## config.mk

```make
export PLATFORM = sky130hd
export DESIGN_NAME = cct_timer
export DESIGN_NICKNAME = d
export VERILOG_FILES = /design/src/cct_pkg.sv /design/src/cct_timer.sv
export SDC_FILE = /design/constraint.sdc
export NUM_CORES = 1
export LEC_CHECK = 0
export BUFFER_PORTS_ARGS = -buffer_cell sky130_fd_sc_hd__buf_2
export CAP_MARGIN = 10
export CORE_MARGIN = 2
export CORE_UTILIZATION = 30
export CTS_CLUSTER_SIZE = 12
export DETAILED_ROUTE_END_ITERATION = 8
export HOLD_SLACK_MARGIN = 0.02
export RECOVER_POWER = 100
export REMOVE_ABC_BUFFERS = 1
export SLEW_MARGIN = 20
export SYNTH_ARGS = -nofsm -noshare
export SYNTH_HDL_FRONTEND = slang
export SYNTH_SLANG_ARGS = --single-unit
```

## constraint.sdc

```tcl
create_clock -name aclk -period 5.25 [get_ports aclk]
set_clock_uncertainty 0.05 [all_clocks]
set_input_delay 0.525 -clock aclk [delete_from_list [all_inputs] [get_ports aclk]]
set_output_delay 0.525 -clock aclk [all_outputs]
set_load 0.03 [all_outputs]
```

## src/cct_pkg.sv

```systemverilog
// Package with register map, field layout, reset values and types of the capture/compare timer.
`default_nettype none
package cct_pkg;
    localparam int CCT_CH_NUM = 2;
    localparam int CCT_GR_NUM = 4;
    localparam int CCT_PIN_NUM = 8;
    localparam int CCT_CNT_W = 16;
    localparam int CCT_ADDR_W = 8;
    localparam int CCT_REG_NUM = 22;
    // Word indices; byte address is four times the index.
    localparam logic [4:0] CCT_IDX_CTRL = 5'h00;
    localparam logic [4:0] CCT_IDX_IO_AB = 5'h01;
    localparam logic [4:0] CCT_IDX_IO_CD = 5'h02;
    localparam logic [4:0] CCT_IDX_CNT = 5'h03;
    localparam logic [4:0] CCT_IDX_GR = 5'h04;
    localparam logic [4:0] CCT_IDX_CH_STRIDE = 5'h08;
    localparam logic [4:0] CCT_IDX_START = 5'h10;
    localparam logic [4:0] CCT_IDX_STATUS = 5'h11;
    localparam logic [4:0] CCT_IDX_CLEAR = 5'h12;
    localparam logic [4:0] CCT_IDX_IRQ_EN = 5'h13;
    localparam logic [4:0] CCT_IDX_OUT_MASTER = 5'h14;
    localparam logic [4:0] CCT_IDX_OUT_CTRL = 5'h15;
    // Field positions.
    localparam int CCT_IO_LO_POS = 0;
    localparam int CCT_IO_HI_POS = 4;
    localparam int CCT_IO_SEL_W = 3;
    localparam int CCT_OVF_POS = 4;
    localparam int CCT_STAT_CH_STRIDE = 8;
    // Reset values and read-as-one mask of the C/D control register.
    localparam logic [1:0] CCT_CLR_SEL_RST = 2'h0;
    localparam logic [7:0] CCT_IO_RST = 8'h00;
    localparam logic [7:0] CCT_IO_CD_ONES = 8'h88;
    localparam logic [15:0] CCT_GR_RST = 16'hFFFF;
    localparam logic [7:0] CCT_OUT_MASTER_RST = 8'hFF;
    localparam logic [7:0] CCT_OUT_CTRL_RST = 8'h00;
    localparam logic [1:0] CCT_AXI_OKAY = 2'h0;
    localparam logic [1:0] CCT_AXI_SLVERR = 2'h2;

    typedef struct packed {
        logic [1:0] clr_sel;
        logic [7:0] io_ab;
        logic [7:0] io_cd;
    } cct_chan_cfg_t;

    typedef struct packed {
        logic [CCT_ADDR_W-1:0] addr;
        logic [31:0] data;
        logic [3:0] strb;
    } cct_wreq_t;
endpackage
`default_nettype wire

```

## src/cct_timer.sv

```systemverilog
// Two-channel 16-bit capture/compare timer with an AXI4-Lite register slave.
// Functional notes
// - Register A compare mode: 000 none, 001 low, 010 high, 011 toggle on match.
// - Register A capture mode: 100 rising, 101 falling, 11X both edges copy counter.
// - Channel C/D control picks compare or capture for registers C and D.
// - Channel C/D control also sets function of timer pins C and D.
// - Bits 6..4 in compare mode: 000 none, 001 low, 010 high, 011 toggle.
// - Bits 6..4 in capture mode: 100 rising, 101 falling, 11X both edges.
// - Bits 7 and 3 of the C/D control register always read as one.
// - After reset both counters are stopped, and run free once started until a clear source is chosen.
// - A counter increments only while its start bit is one.
// - Overflow sets the overflow flag; interrupt when overflow enable is one.
// - After overflow the counter keeps counting from zero.
// - Clear select bits choose compare-match clearing for periodic counting.
// - Counter equal to a general register sets its flag, clears if source.
// - Match interrupt raised when flag sets with its enable bit one.
// - Master output enable bit at one stops timer drive of the pin.
// - Outputs are disabled or inverted by master enable, output control, external level.
// - Each channel has a 16-bit counter and four general registers.
`timescale 1ns/1ps
`default_nettype none
module cct_timer
    import cct_pkg::*;
(
    input wire logic aclk,
    input wire logic aresetn,
    input wire logic [CCT_ADDR_W-1:0] s_axi_awaddr,
    input wire logic s_axi_awvalid,
    output logic s_axi_awready,
    input wire logic [31:0] s_axi_wdata,
    input wire logic [3:0] s_axi_wstrb,
    input wire logic s_axi_wvalid,
    output logic s_axi_wready,
    output logic [1:0] s_axi_bresp,
    output logic s_axi_bvalid,
    input wire logic s_axi_bready,
    input wire logic [CCT_ADDR_W-1:0] s_axi_araddr,
    input wire logic s_axi_arvalid,
    output logic s_axi_arready,
    output logic [31:0] s_axi_rdata,
    output logic [1:0] s_axi_rresp,
    output logic s_axi_rvalid,
    input wire logic s_axi_rready,
    input wire logic [CCT_PIN_NUM-1:0] timer_pin_in,
    input wire logic output_disable_in,
    output logic [CCT_PIN_NUM-1:0] timer_pin_out,
    output logic [CCT_PIN_NUM-1:0] timer_pin_oe,
    output logic irq
);
    function automatic logic [15:0] merge16(input logic [15:0] old, input logic [31:0] nw,
                                            input logic [3:0] strb);
        merge16 = {strb[1] ? nw[15:8] : old[15:8], strb[0] ? nw[7:0] : old[7:0]};
    endfunction

    cct_wreq_t wreq_q;
    logic aw_full_q;
    logic w_full_q;
    logic bvalid_q;
    logic [1:0] bresp_q;
    logic rvalid_q;
    logic [1:0] rresp_q;
    logic [31:0] rdata_q;

    cct_chan_cfg_t cfg_q [CCT_CH_NUM];
    logic [CCT_CNT_W-1:0] cnt_q [CCT_CH_NUM];
    logic [CCT_CNT_W-1:0] gr_q [CCT_PIN_NUM];
    logic [CCT_PIN_NUM-1:0] level_q;
    logic [CCT_PIN_NUM-1:0] prev_q;
    logic [CCT_CH_NUM-1:0] start_q;
    logic [15:0] status_q;
    logic [15:0] irq_en_q;
    logic [7:0] out_master_q;
    logic [7:0] out_ctrl_q;

    logic [15:0] status_set;
    logic [31:0] rmap [32];

    // Write path: address and data are held separately so either may come first.
    wire wr_fire = aw_full_q & w_full_q & ~bvalid_q;
    wire [4:0] widx = wreq_q.addr[6:2];
    wire wmapped = ~wreq_q.addr[7] & (widx < 5'(CCT_REG_NUM));
    wire [31:0] wdat = wreq_q.data;
    wire [3:0] wstb = wreq_q.strb;
    logic [31:0] we;
    assign we = wr_fire & ~wreq_q.addr[7] ? (32'h1 << widx) : 32'h0;

    assign s_axi_awready = ~aw_full_q;
    assign s_axi_wready = ~w_full_q;
    assign s_axi_bvalid = bvalid_q;
    assign s_axi_bresp = bresp_q;

    always_ff @(posedge aclk) begin
        if (!aresetn) begin
            aw_full_q <= 1'b0;
            w_full_q <= 1'b0;
            bvalid_q <= 1'b0;
            bresp_q <= CCT_AXI_OKAY;
            wreq_q <= '0;
        end else begin
            if (s_axi_awvalid && !aw_full_q) begin
                aw_full_q <= 1'b1;
                wreq_q.addr <= s_axi_awaddr;
            end else if (wr_fire) begin
                aw_full_q <= 1'b0;
            end
            if (s_axi_wvalid && !w_full_q) begin
                w_full_q <= 1'b1;
                wreq_q.data <= s_axi_wdata;
                wreq_q.strb <= s_axi_wstrb;
            end else if (wr_fire) begin
                w_full_q <= 1'b0;
            end
            if (wr_fire) begin
                bvalid_q <= 1'b1;
                bresp_q <= wmapped ? CCT_AXI_OKAY : CCT_AXI_SLVERR;
            end else if (s_axi_bready) begin
                bvalid_q <= 1'b0;
            end
        end
    end

    // Read path: one outstanding read, answered the cycle after the address is taken.
    wire [4:0] ridx = s_axi_araddr[6:2];
    wire rmapped = ~s_axi_araddr[7] & (ridx < 5'(CCT_REG_NUM));
    wire ar_take = s_axi_arvalid & ~rvalid_q;
    assign s_axi_arready = ~rvalid_q;
    assign s_axi_rvalid = rvalid_q;
    assign s_axi_rdata = rdata_q;
    assign s_axi_rresp = rresp_q;

    always_ff @(posedge aclk) begin
        if (!aresetn) begin
            rvalid_q <= 1'b0;
            rresp_q <= CCT_AXI_OKAY;
            rdata_q <= 32'h0;
        end else if (ar_take) begin
            rvalid_q <= 1'b1;
            rresp_q <= rmapped ? CCT_AXI_OKAY : CCT_AXI_SLVERR;
            rdata_q <= rmapped ? rmap[ridx] : 32'h0;
        end else if (s_axi_rready) begin
            rvalid_q <= 1'b0;
        end
    end

    genvar c;
    genvar g;
    generate
        for (c = 0; c < CCT_CH_NUM; c++) begin : g_ch
            localparam logic [4:0] BASE = 5'(c) * CCT_IDX_CH_STRIDE;
            localparam int SB = c * CCT_STAT_CH_STRIDE;
            logic [CCT_GR_NUM-1:0] match;
            logic [CCT_GR_NUM-1:0] capture;
            wire run = start_q[c];
            wire [1:0] csel = cfg_q[c].clr_sel;
            // Clear select 00 leaves the counter free running; 01..11 pick register A..C.
            wire clr = (csel != 2'h0) & match[csel - 2'h1];
            wire ovf = run & ~clr & (cnt_q[c] == {CCT_CNT_W{1'b1}});
            wire [CCT_CNT_W-1:0] cnt_d = we[BASE + CCT_IDX_CNT] ?
                merge16(cnt_q[c], wdat, wstb) :
                (run ? (clr ? '0 : cnt_q[c] + 16'h0001) : cnt_q[c]);

            assign rmap[BASE + CCT_IDX_CTRL] = {30'h0, cfg_q[c].clr_sel};
            assign rmap[BASE + CCT_IDX_IO_AB] = {24'h0, cfg_q[c].io_ab};
            assign rmap[BASE + CCT_IDX_IO_CD] = {24'h0, cfg_q[c].io_cd | CCT_IO_CD_ONES};
            assign rmap[BASE + CCT_IDX_CNT] = {16'h0, cnt_q[c]};
            assign status_set[SB + CCT_OVF_POS] = ovf;
            assign status_set[SB + CCT_STAT_CH_STRIDE - 1 : SB + CCT_OVF_POS + 1] = '0;

            always_ff @(posedge aclk) begin
                if (!aresetn) begin
                    cfg_q[c] <= {CCT_CLR_SEL_RST, CCT_IO_RST, CCT_IO_RST};
                    cnt_q[c] <= '0;
                end else begin
                    cnt_q[c] <= cnt_d;
                    if (we[BASE + CCT_IDX_CTRL] && wstb[0]) begin
                        cfg_q[c].clr_sel <= wdat[1:0];
                    end
                    if (we[BASE + CCT_IDX_IO_AB] && wstb[0]) begin
                        cfg_q[c].io_ab <= wdat[7:0];
                    end
                    if (we[BASE + CCT_IDX_IO_CD] && wstb[0]) begin
                        cfg_q[c].io_cd <= wdat[7:0] & ~CCT_IO_CD_ONES;
                    end
                end
            end

            for (g = 0; g < CCT_GR_NUM; g++) begin : g_gr
                localparam int P = c * CCT_GR_NUM + g;
                localparam int FPOS = (g % 2 == 0) ? CCT_IO_LO_POS : CCT_IO_HI_POS;
                // Registers A and B take their select from the A/B control, C and D
                // from the C/D control, which also settles the pins of C and D.
                wire [2:0] sel = (g < 2) ? cfg_q[c].io_ab[FPOS +: CCT_IO_SEL_W]
                                         : cfg_q[c].io_cd[FPOS +: CCT_IO_SEL_W];
                wire is_cap = sel[2];
                wire rise = timer_pin_in[P] & ~prev_q[P];
                wire fall = ~timer_pin_in[P] & prev_q[P];
                // Match is only looked at while counting, so a stopped counter does not
                // keep toggling a pin or refiring the flag every cycle.
                assign match[g] = ~is_cap & run & (cnt_q[c] == gr_q[P]);
                assign capture[g] = is_cap & (sel[1] ? (rise | fall) :
                                              (sel[0] ? fall : rise));
                assign status_set[SB + g] = match[g] | capture[g];
                assign rmap[BASE + CCT_IDX_GR + 5'(g)] = {16'h0, gr_q[P]};

                logic level_d;
                always_comb begin
                    level_d = level_q[P];
                    if (match[g]) begin
                        case (sel[1:0])
                            2'b01: level_d = 1'b0;
                            2'b10: level_d = 1'b1;
                            2'b11: level_d = ~level_q[P];
                            default: level_d = level_q[P];
                        endcase
                    end
                end

                // Pin drives only in compare mode and while neither the master
                // enable register nor the external level switches it off.
                assign timer_pin_oe[P] = ~is_cap & ~out_master_q[P] & ~output_disable_in;
                assign timer_pin_out[P] = timer_pin_oe[P] & (level_q[P] ^ out_ctrl_q[P]);

                always_ff @(posedge aclk) begin
                    if (!aresetn) begin
                        gr_q[P] <= CCT_GR_RST;
                        level_q[P] <= 1'b0;
                        prev_q[P] <= 1'b0;
                    end else begin
                        prev_q[P] <= timer_pin_in[P];
                        level_q[P] <= level_d;
                        if (capture[g]) begin
                            gr_q[P] <= cnt_q[c];
                        end else if (we[BASE + CCT_IDX_GR + 5'(g)]) begin
                            gr_q[P] <= merge16(gr_q[P], wdat, wstb);
                        end
                    end
                end
            end
        end
        for (c = CCT_REG_NUM; c < 32; c++) begin : g_unmapped
            assign rmap[c] = 32'h0;
        end
    endgenerate

    assign rmap[CCT_IDX_START] = {30'h0, start_q};
    assign rmap[CCT_IDX_STATUS] = {16'h0, status_q};
    assign rmap[CCT_IDX_CLEAR] = 32'h0;
    assign rmap[CCT_IDX_IRQ_EN] = {16'h0, irq_en_q};
    assign rmap[CCT_IDX_OUT_MASTER] = {24'h0, out_master_q};
    assign rmap[CCT_IDX_OUT_CTRL] = {24'h0, out_ctrl_q};

    // A hardware event in the same cycle as a software clear keeps its flag set.
    wire [15:0] clr_mask = we[CCT_IDX_CLEAR] ? merge16(16'h0, wdat, wstb) : 16'h0;
    wire [15:0] status_d = (status_q & ~clr_mask) | status_set;

    assign irq = |(status_q & irq_en_q);

    always_ff @(posedge aclk) begin
        if (!aresetn) begin
            start_q <= '0;
            status_q <= '0;
            irq_en_q <= '0;
            out_master_q <= CCT_OUT_MASTER_RST;
            out_ctrl_q <= CCT_OUT_CTRL_RST;
        end else begin
            status_q <= status_d;
            if (we[CCT_IDX_START] && wstb[0]) begin
                start_q <= wdat[1:0];
            end
            if (we[CCT_IDX_IRQ_EN]) begin
                irq_en_q <= merge16(irq_en_q, wdat, wstb);
            end
            if (we[CCT_IDX_OUT_MASTER] && wstb[0]) begin
                out_master_q <= wdat[7:0];
            end
            if (we[CCT_IDX_OUT_CTRL] && wstb[0]) begin
                out_ctrl_q <= wdat[7:0];
            end
        end
    end
endmodule // cct_timer
`default_nettype wire

```

; ---- Word-level counts from Yosys, hierarchy flattened
; Memories as Yosys holds them, arrays and structs flattened.
; Index checks and enable logic that the tools add are counted.
[totals]
mem_bits_ro = 0
elab_cells = 466
inputBits = 68
out_inout_bits = 58
reg_bits = 132
latch_bits = 0
mem_bits_rw = 192
mem_count = 3
[mem_list]
columns = name, depth, width, read_ports, rd_clocked_by_memory_dff, write_ports, line
row1 = gr_q, 8, 16, 8, 0, 8, cct_timer.sv:66  ; logic [CCT_CNT_W-1:0] gr_q [CCT_PIN_NUM];
row2 = cfg_q, 2, 16, 2, 0, 2, cct_timer.sv:64  ; cct_chan_cfg_t cfg_q [CCT_CH_NUM];
row3 = cnt_q, 2, 16, 2, 0, 2, cct_timer.sv:65  ; logic [CCT_CNT_W-1:0] cnt_q [CCT_CH_NUM];
[classes]
bitwise = 178
mux = 171
n_mul = 0
n_reduce_logical = 38
shift = 1
add_sub_neg = 4
eq_ne = 34
div_mod_pow = 0
n_lt_le_gt_ge = 5
[ops]
columns = op, n
row1 = $mux W16, 25
row2 = $mux W8, 24
row3 = $bmux W32 S5, 1
row4 = $eq A16 B16 Y1, 8
row5 = $mux W1, 101
row6 = $mux W32, 3
row7 = $and A1 B1 Y1, 76
row8 = $not A1 Y1, 49
row9 = $or A1 B1 Y1, 40
row10 = $add A16 B1 Y16 const B, 2
row11 = $and A16 B16 Y16, 2
row12 = $eq A16 B16 Y1 const B, 2
row13 = $eq A2 B2 Y1 const B, 16
row14 = $pmux W1 S3, 8
row15 = $reduce_bool A3 Y1, 8
row16 = $mux W22, 1
row17 = $shl A1 B5 Y22 const A, 1
row18 = $reduce_and A2 Y1, 10
row19 = $eq A2 B1 Y1 const B, 8
row20 = $not A16 Y16, 1
row21 = $or A16 B13 Y16, 1
row22 = $reduce_or A16 Y1, 1
row23 = $mux W6, 2
row24 = $reduce_bool A2 Y1, 6
row25 = other kinds (10), 35

; ---- Longest topological paths before layout
; An unclocked memory read counts as a cell.
[logic_depth]
word_depth = 11
mapped_depth = 10
ltp_nobuf = 9

; ---- Worst setup path before layout
; Ideal clock, no wire load.
[synth_path]
path_type = reg-to-reg
from = register bvalid_q (netlist: s_axi_bvalid)
to = memory cfg_q[1][10] (netlist bit), enable pin
t_required_ps = 4816
n_path_buf = 0
synth_period_minus_slack_ps = 2668
arrival_time_ps = 2234
setup_ps = 384
path_stages_with_launch = 5
slack_ps = 2582
path_cell_list = dfxtp_1 > nand4bb_1 > nor3b_1 > nand2_1 > o21ai_0
[synth_lines]
columns = item, line
row1 = from (decl), cct_timer.sv:58  ; logic bvalid_q;
row2 = from (signal assigned), cct_timer.sv:96  ; bvalid_q <= 1'b0;
row3 = from (signal assigned), cct_timer.sv:114  ; bvalid_q <= 1'b1;
row4 = from (signal assigned), cct_timer.sv:117  ; bvalid_q <= 1'b0;
row5 = to (decl), cct_timer.sv:64

==> run metrics <==
proportion of layout cells with a drive suffix above 1=0.105; CP max FO=16; reg2reg setup slack=1040 ps; Seq/Total Area, Yosys=0.447; first-pass GRT wire length=89.6 mm; MaxCap Viol Count=3; synthesized area=17200 um^2; Post-CTS Hold Buffers=0; Cell Area, Placed=18100 um^2; P_int=4.12 mW; Final Net Count=1803; pre-CTS WS=1790 ps; Detailed Routing Iterations Pass 1=5; worst slew pin tran=2300 ps; Setup Viol. Count Final=0; Vias/cell=5.66; final setup margin=1040 ps; Post-synth EDFFs=160; top cell type's share of synthesized area=0.279; root buf cell=clkbuf_16; Clk network pwr share=0.437; static leakage=6.26 nW; CP Launch Type=flip-flop; H-tree level count=2; top-count cell post-synth=nand2_1; ys async rst share=0; largest net degree at the start of global routing=76; TritonCTS clock tree=yes; final hold vios=0; hold path depth=2; Clk Latency, worst-skew pair=580 ps; GRT Total Usage=0.201; Slew Limit Headroom=-0.541; min-delay worst type=input pin to flip-flop; Top Ports=126; setup_tns=0 ps; crit path DAT=4610 ps; total CTS buffers=36; FP Rows=87; Setup CP Type=flip-flop to flip-flop; crit end category=flip-flop; CTS resizes=0; DR WL/cell=24.4 um; Combinational Power Share=0.088; final worst path period share=0.802; core area=56500 um^2; grt total ovfl=0; Main synth FF type=edfxtp_1; final WL=61.1 mm; Post-synth top cells=nand2_1 (161), edfxtp_1 (160), dfxtp_1 (144); Post-Syn Instances=1720; Sw Ratio=0.269; Achievable Freq=238 MHz; Yosys cell types=71; outcome=complete, but fails checks; CTS Sinks=304; Final Instance Area=19100 um^2; Buffers on Ports=85; synth warn=0; Post-CTS Setup Bufs=0; net switching power=1.51 mW; drc violations=0; die height=243 um; DIE AREA=59300 um^2; antenna violations before repair=0; Crit. Startpoint=cnt_q[0][11]; hold_sp=s_axi_rready; RR Endpoint=cnt_q[0][11]; final worst path period need=4210 ps; die width=243 um; initial DRC count=1540; maximum root-to-sink buffer count=3; Area contributors post-synth=edfxtp_1 (28%), dfxtp_1 (17%), o22a_1 (6.5%), mux4_2 (4.7%), xnor2_1 (4.2%); Pwr Density=295 nW/um^2; failing checks=capacitance limit, slew limit; Crit Reg-Reg Startpoint=cnt_q[0][11]; Initial Utilization=0.305; total number of vias=14200; Peak VDD IR=0.217 mV; WHS Endpoint=s_axi_rvalid; vias in the first global route=13600; GP Congestion=0.940; CTS clk-pin slew, worst paths=60 ps; Slew Viols, Final=71; Area Overhead vs Synth=11.0%; number of synthesized register bits=304; Critical Path RT=5650 ps; register share of total power=0.475; area leader, netlist=edfxtp_1; ant diodes=0; Routed Antenna Nets=0; setup repair after global routing missed its margin=no; post-DP HPWL=42.5 mm; Min Hold Slack=77.8 ps; r2r worst-path depth=8; post-synthesis area per instance=10.0 um^2
power groups by stage:
stage	Clock [mW]	Sequential, mW	Combinational [mW]
5_1_grt	2.58	2.68	0.529
3_3_place_gp	0	2.72	0.484
6_report	2.46	2.67	0.495
3_5_place_dp	0	2.72	0.495
4_1_cts	2.50	2.67	0.497
2_1_floorplan	0	2.69	0.271
layout by cell type (no fill, tap or decap), types with 37 or more instances in the layout:
master	netlist	layout
nand2_1	161	161
edfxtp_1	160	160
nor2_1	138	140
o21ai_0	58	60
o22a_1	128	128
xnor2_1	82	82
xor2_1	65	65
a22oi_1	40	40
mux2i_1	60	60
buf_2	28	45
a21oi_1	68	68
clkbuf_16	0	37
nand3_1	43	43
clkbuf_1	109	60
dfxtp_1	144	143
per-stage QoR:
stage | cells | total power, mW | util
2_1_floorplan | 1567 | 2.96 | -
3_3_place_gp | 2433 | 3.20 | 0.320
3_5_place_dp | 2433 | 3.22 | 0.320
4_1_cts | 2499 | 5.66 | 0.340
5_1_grt | 2499 | 5.79 | 0.338
6_report | 2499 | 5.63 | 0.338
flip-flops by register name (all words and copies together) (netlist names), 16 cells and up:
signal       count
irq_en_q        16
s_axi_rdata     16
wdat            16
cfg_q           32
gr_q           128
cnt_q           32
status_q        16
area by class of cell:
type,count,area [um^2]
fillers,5743,37400
multi-input cells,1229,8660
flip-flops and latches,304,7690
clock buffers,52,1030
well taps,756,946
repair buffers,110,538
inverters,34,130
clock inverters,14,110
critical path, cell delays in order, from the launching register on:
cell and delay, ps:
dfxtp_1 810, xnor2_1 260, nand4_1 120, nor4_1 590, a221oi_1 160, a311oi_1 1210
nor2_2 310, and3_1 300, o31a_1 270
logic make-up (layout without fill, tap and decap cells):
group	after synthesis	in the layout	synth area share
other cells	1	18	0.000218
mux	116	116	0.0951
flops	304	304	0.447
xor+xnor	147	147	0.0748
buf+inv	204	210	0.0516
compound gates	399	399	0.168
fa+ha+maj	20	20	0.0145
simple gates	529	529	0.149
metal layers:
| layer | share of wire | vias up | GRT usage |
|---|---|---|---|
| li1 | - | 6274 | - |
| met1 | 0.41 | 6939 | 0.272 |
| met2 | 0.44 | 797 | 0.311 |
| met3 | 0.099 | 146 | 0.0417 |
| met4 | 0.047 | 0 | 0.0859 |
| met5 | 0 | - | 0 |
worst max path at each step:
stage	to	slack [ps]	depth (start not counted)
after CTS	cnt_q[0][11]	1890	8
after floorplan	gr_q[1][0]	2470	5
after detailed placement	s_axi_rdata[0]	1790	9
final	cnt_q[0][11]	1040	8
after global routing	cnt_q[0][11]	990	8
after global placement	s_axi_rdata[0]	1810	9
Power figures use the tool's default switching activity.
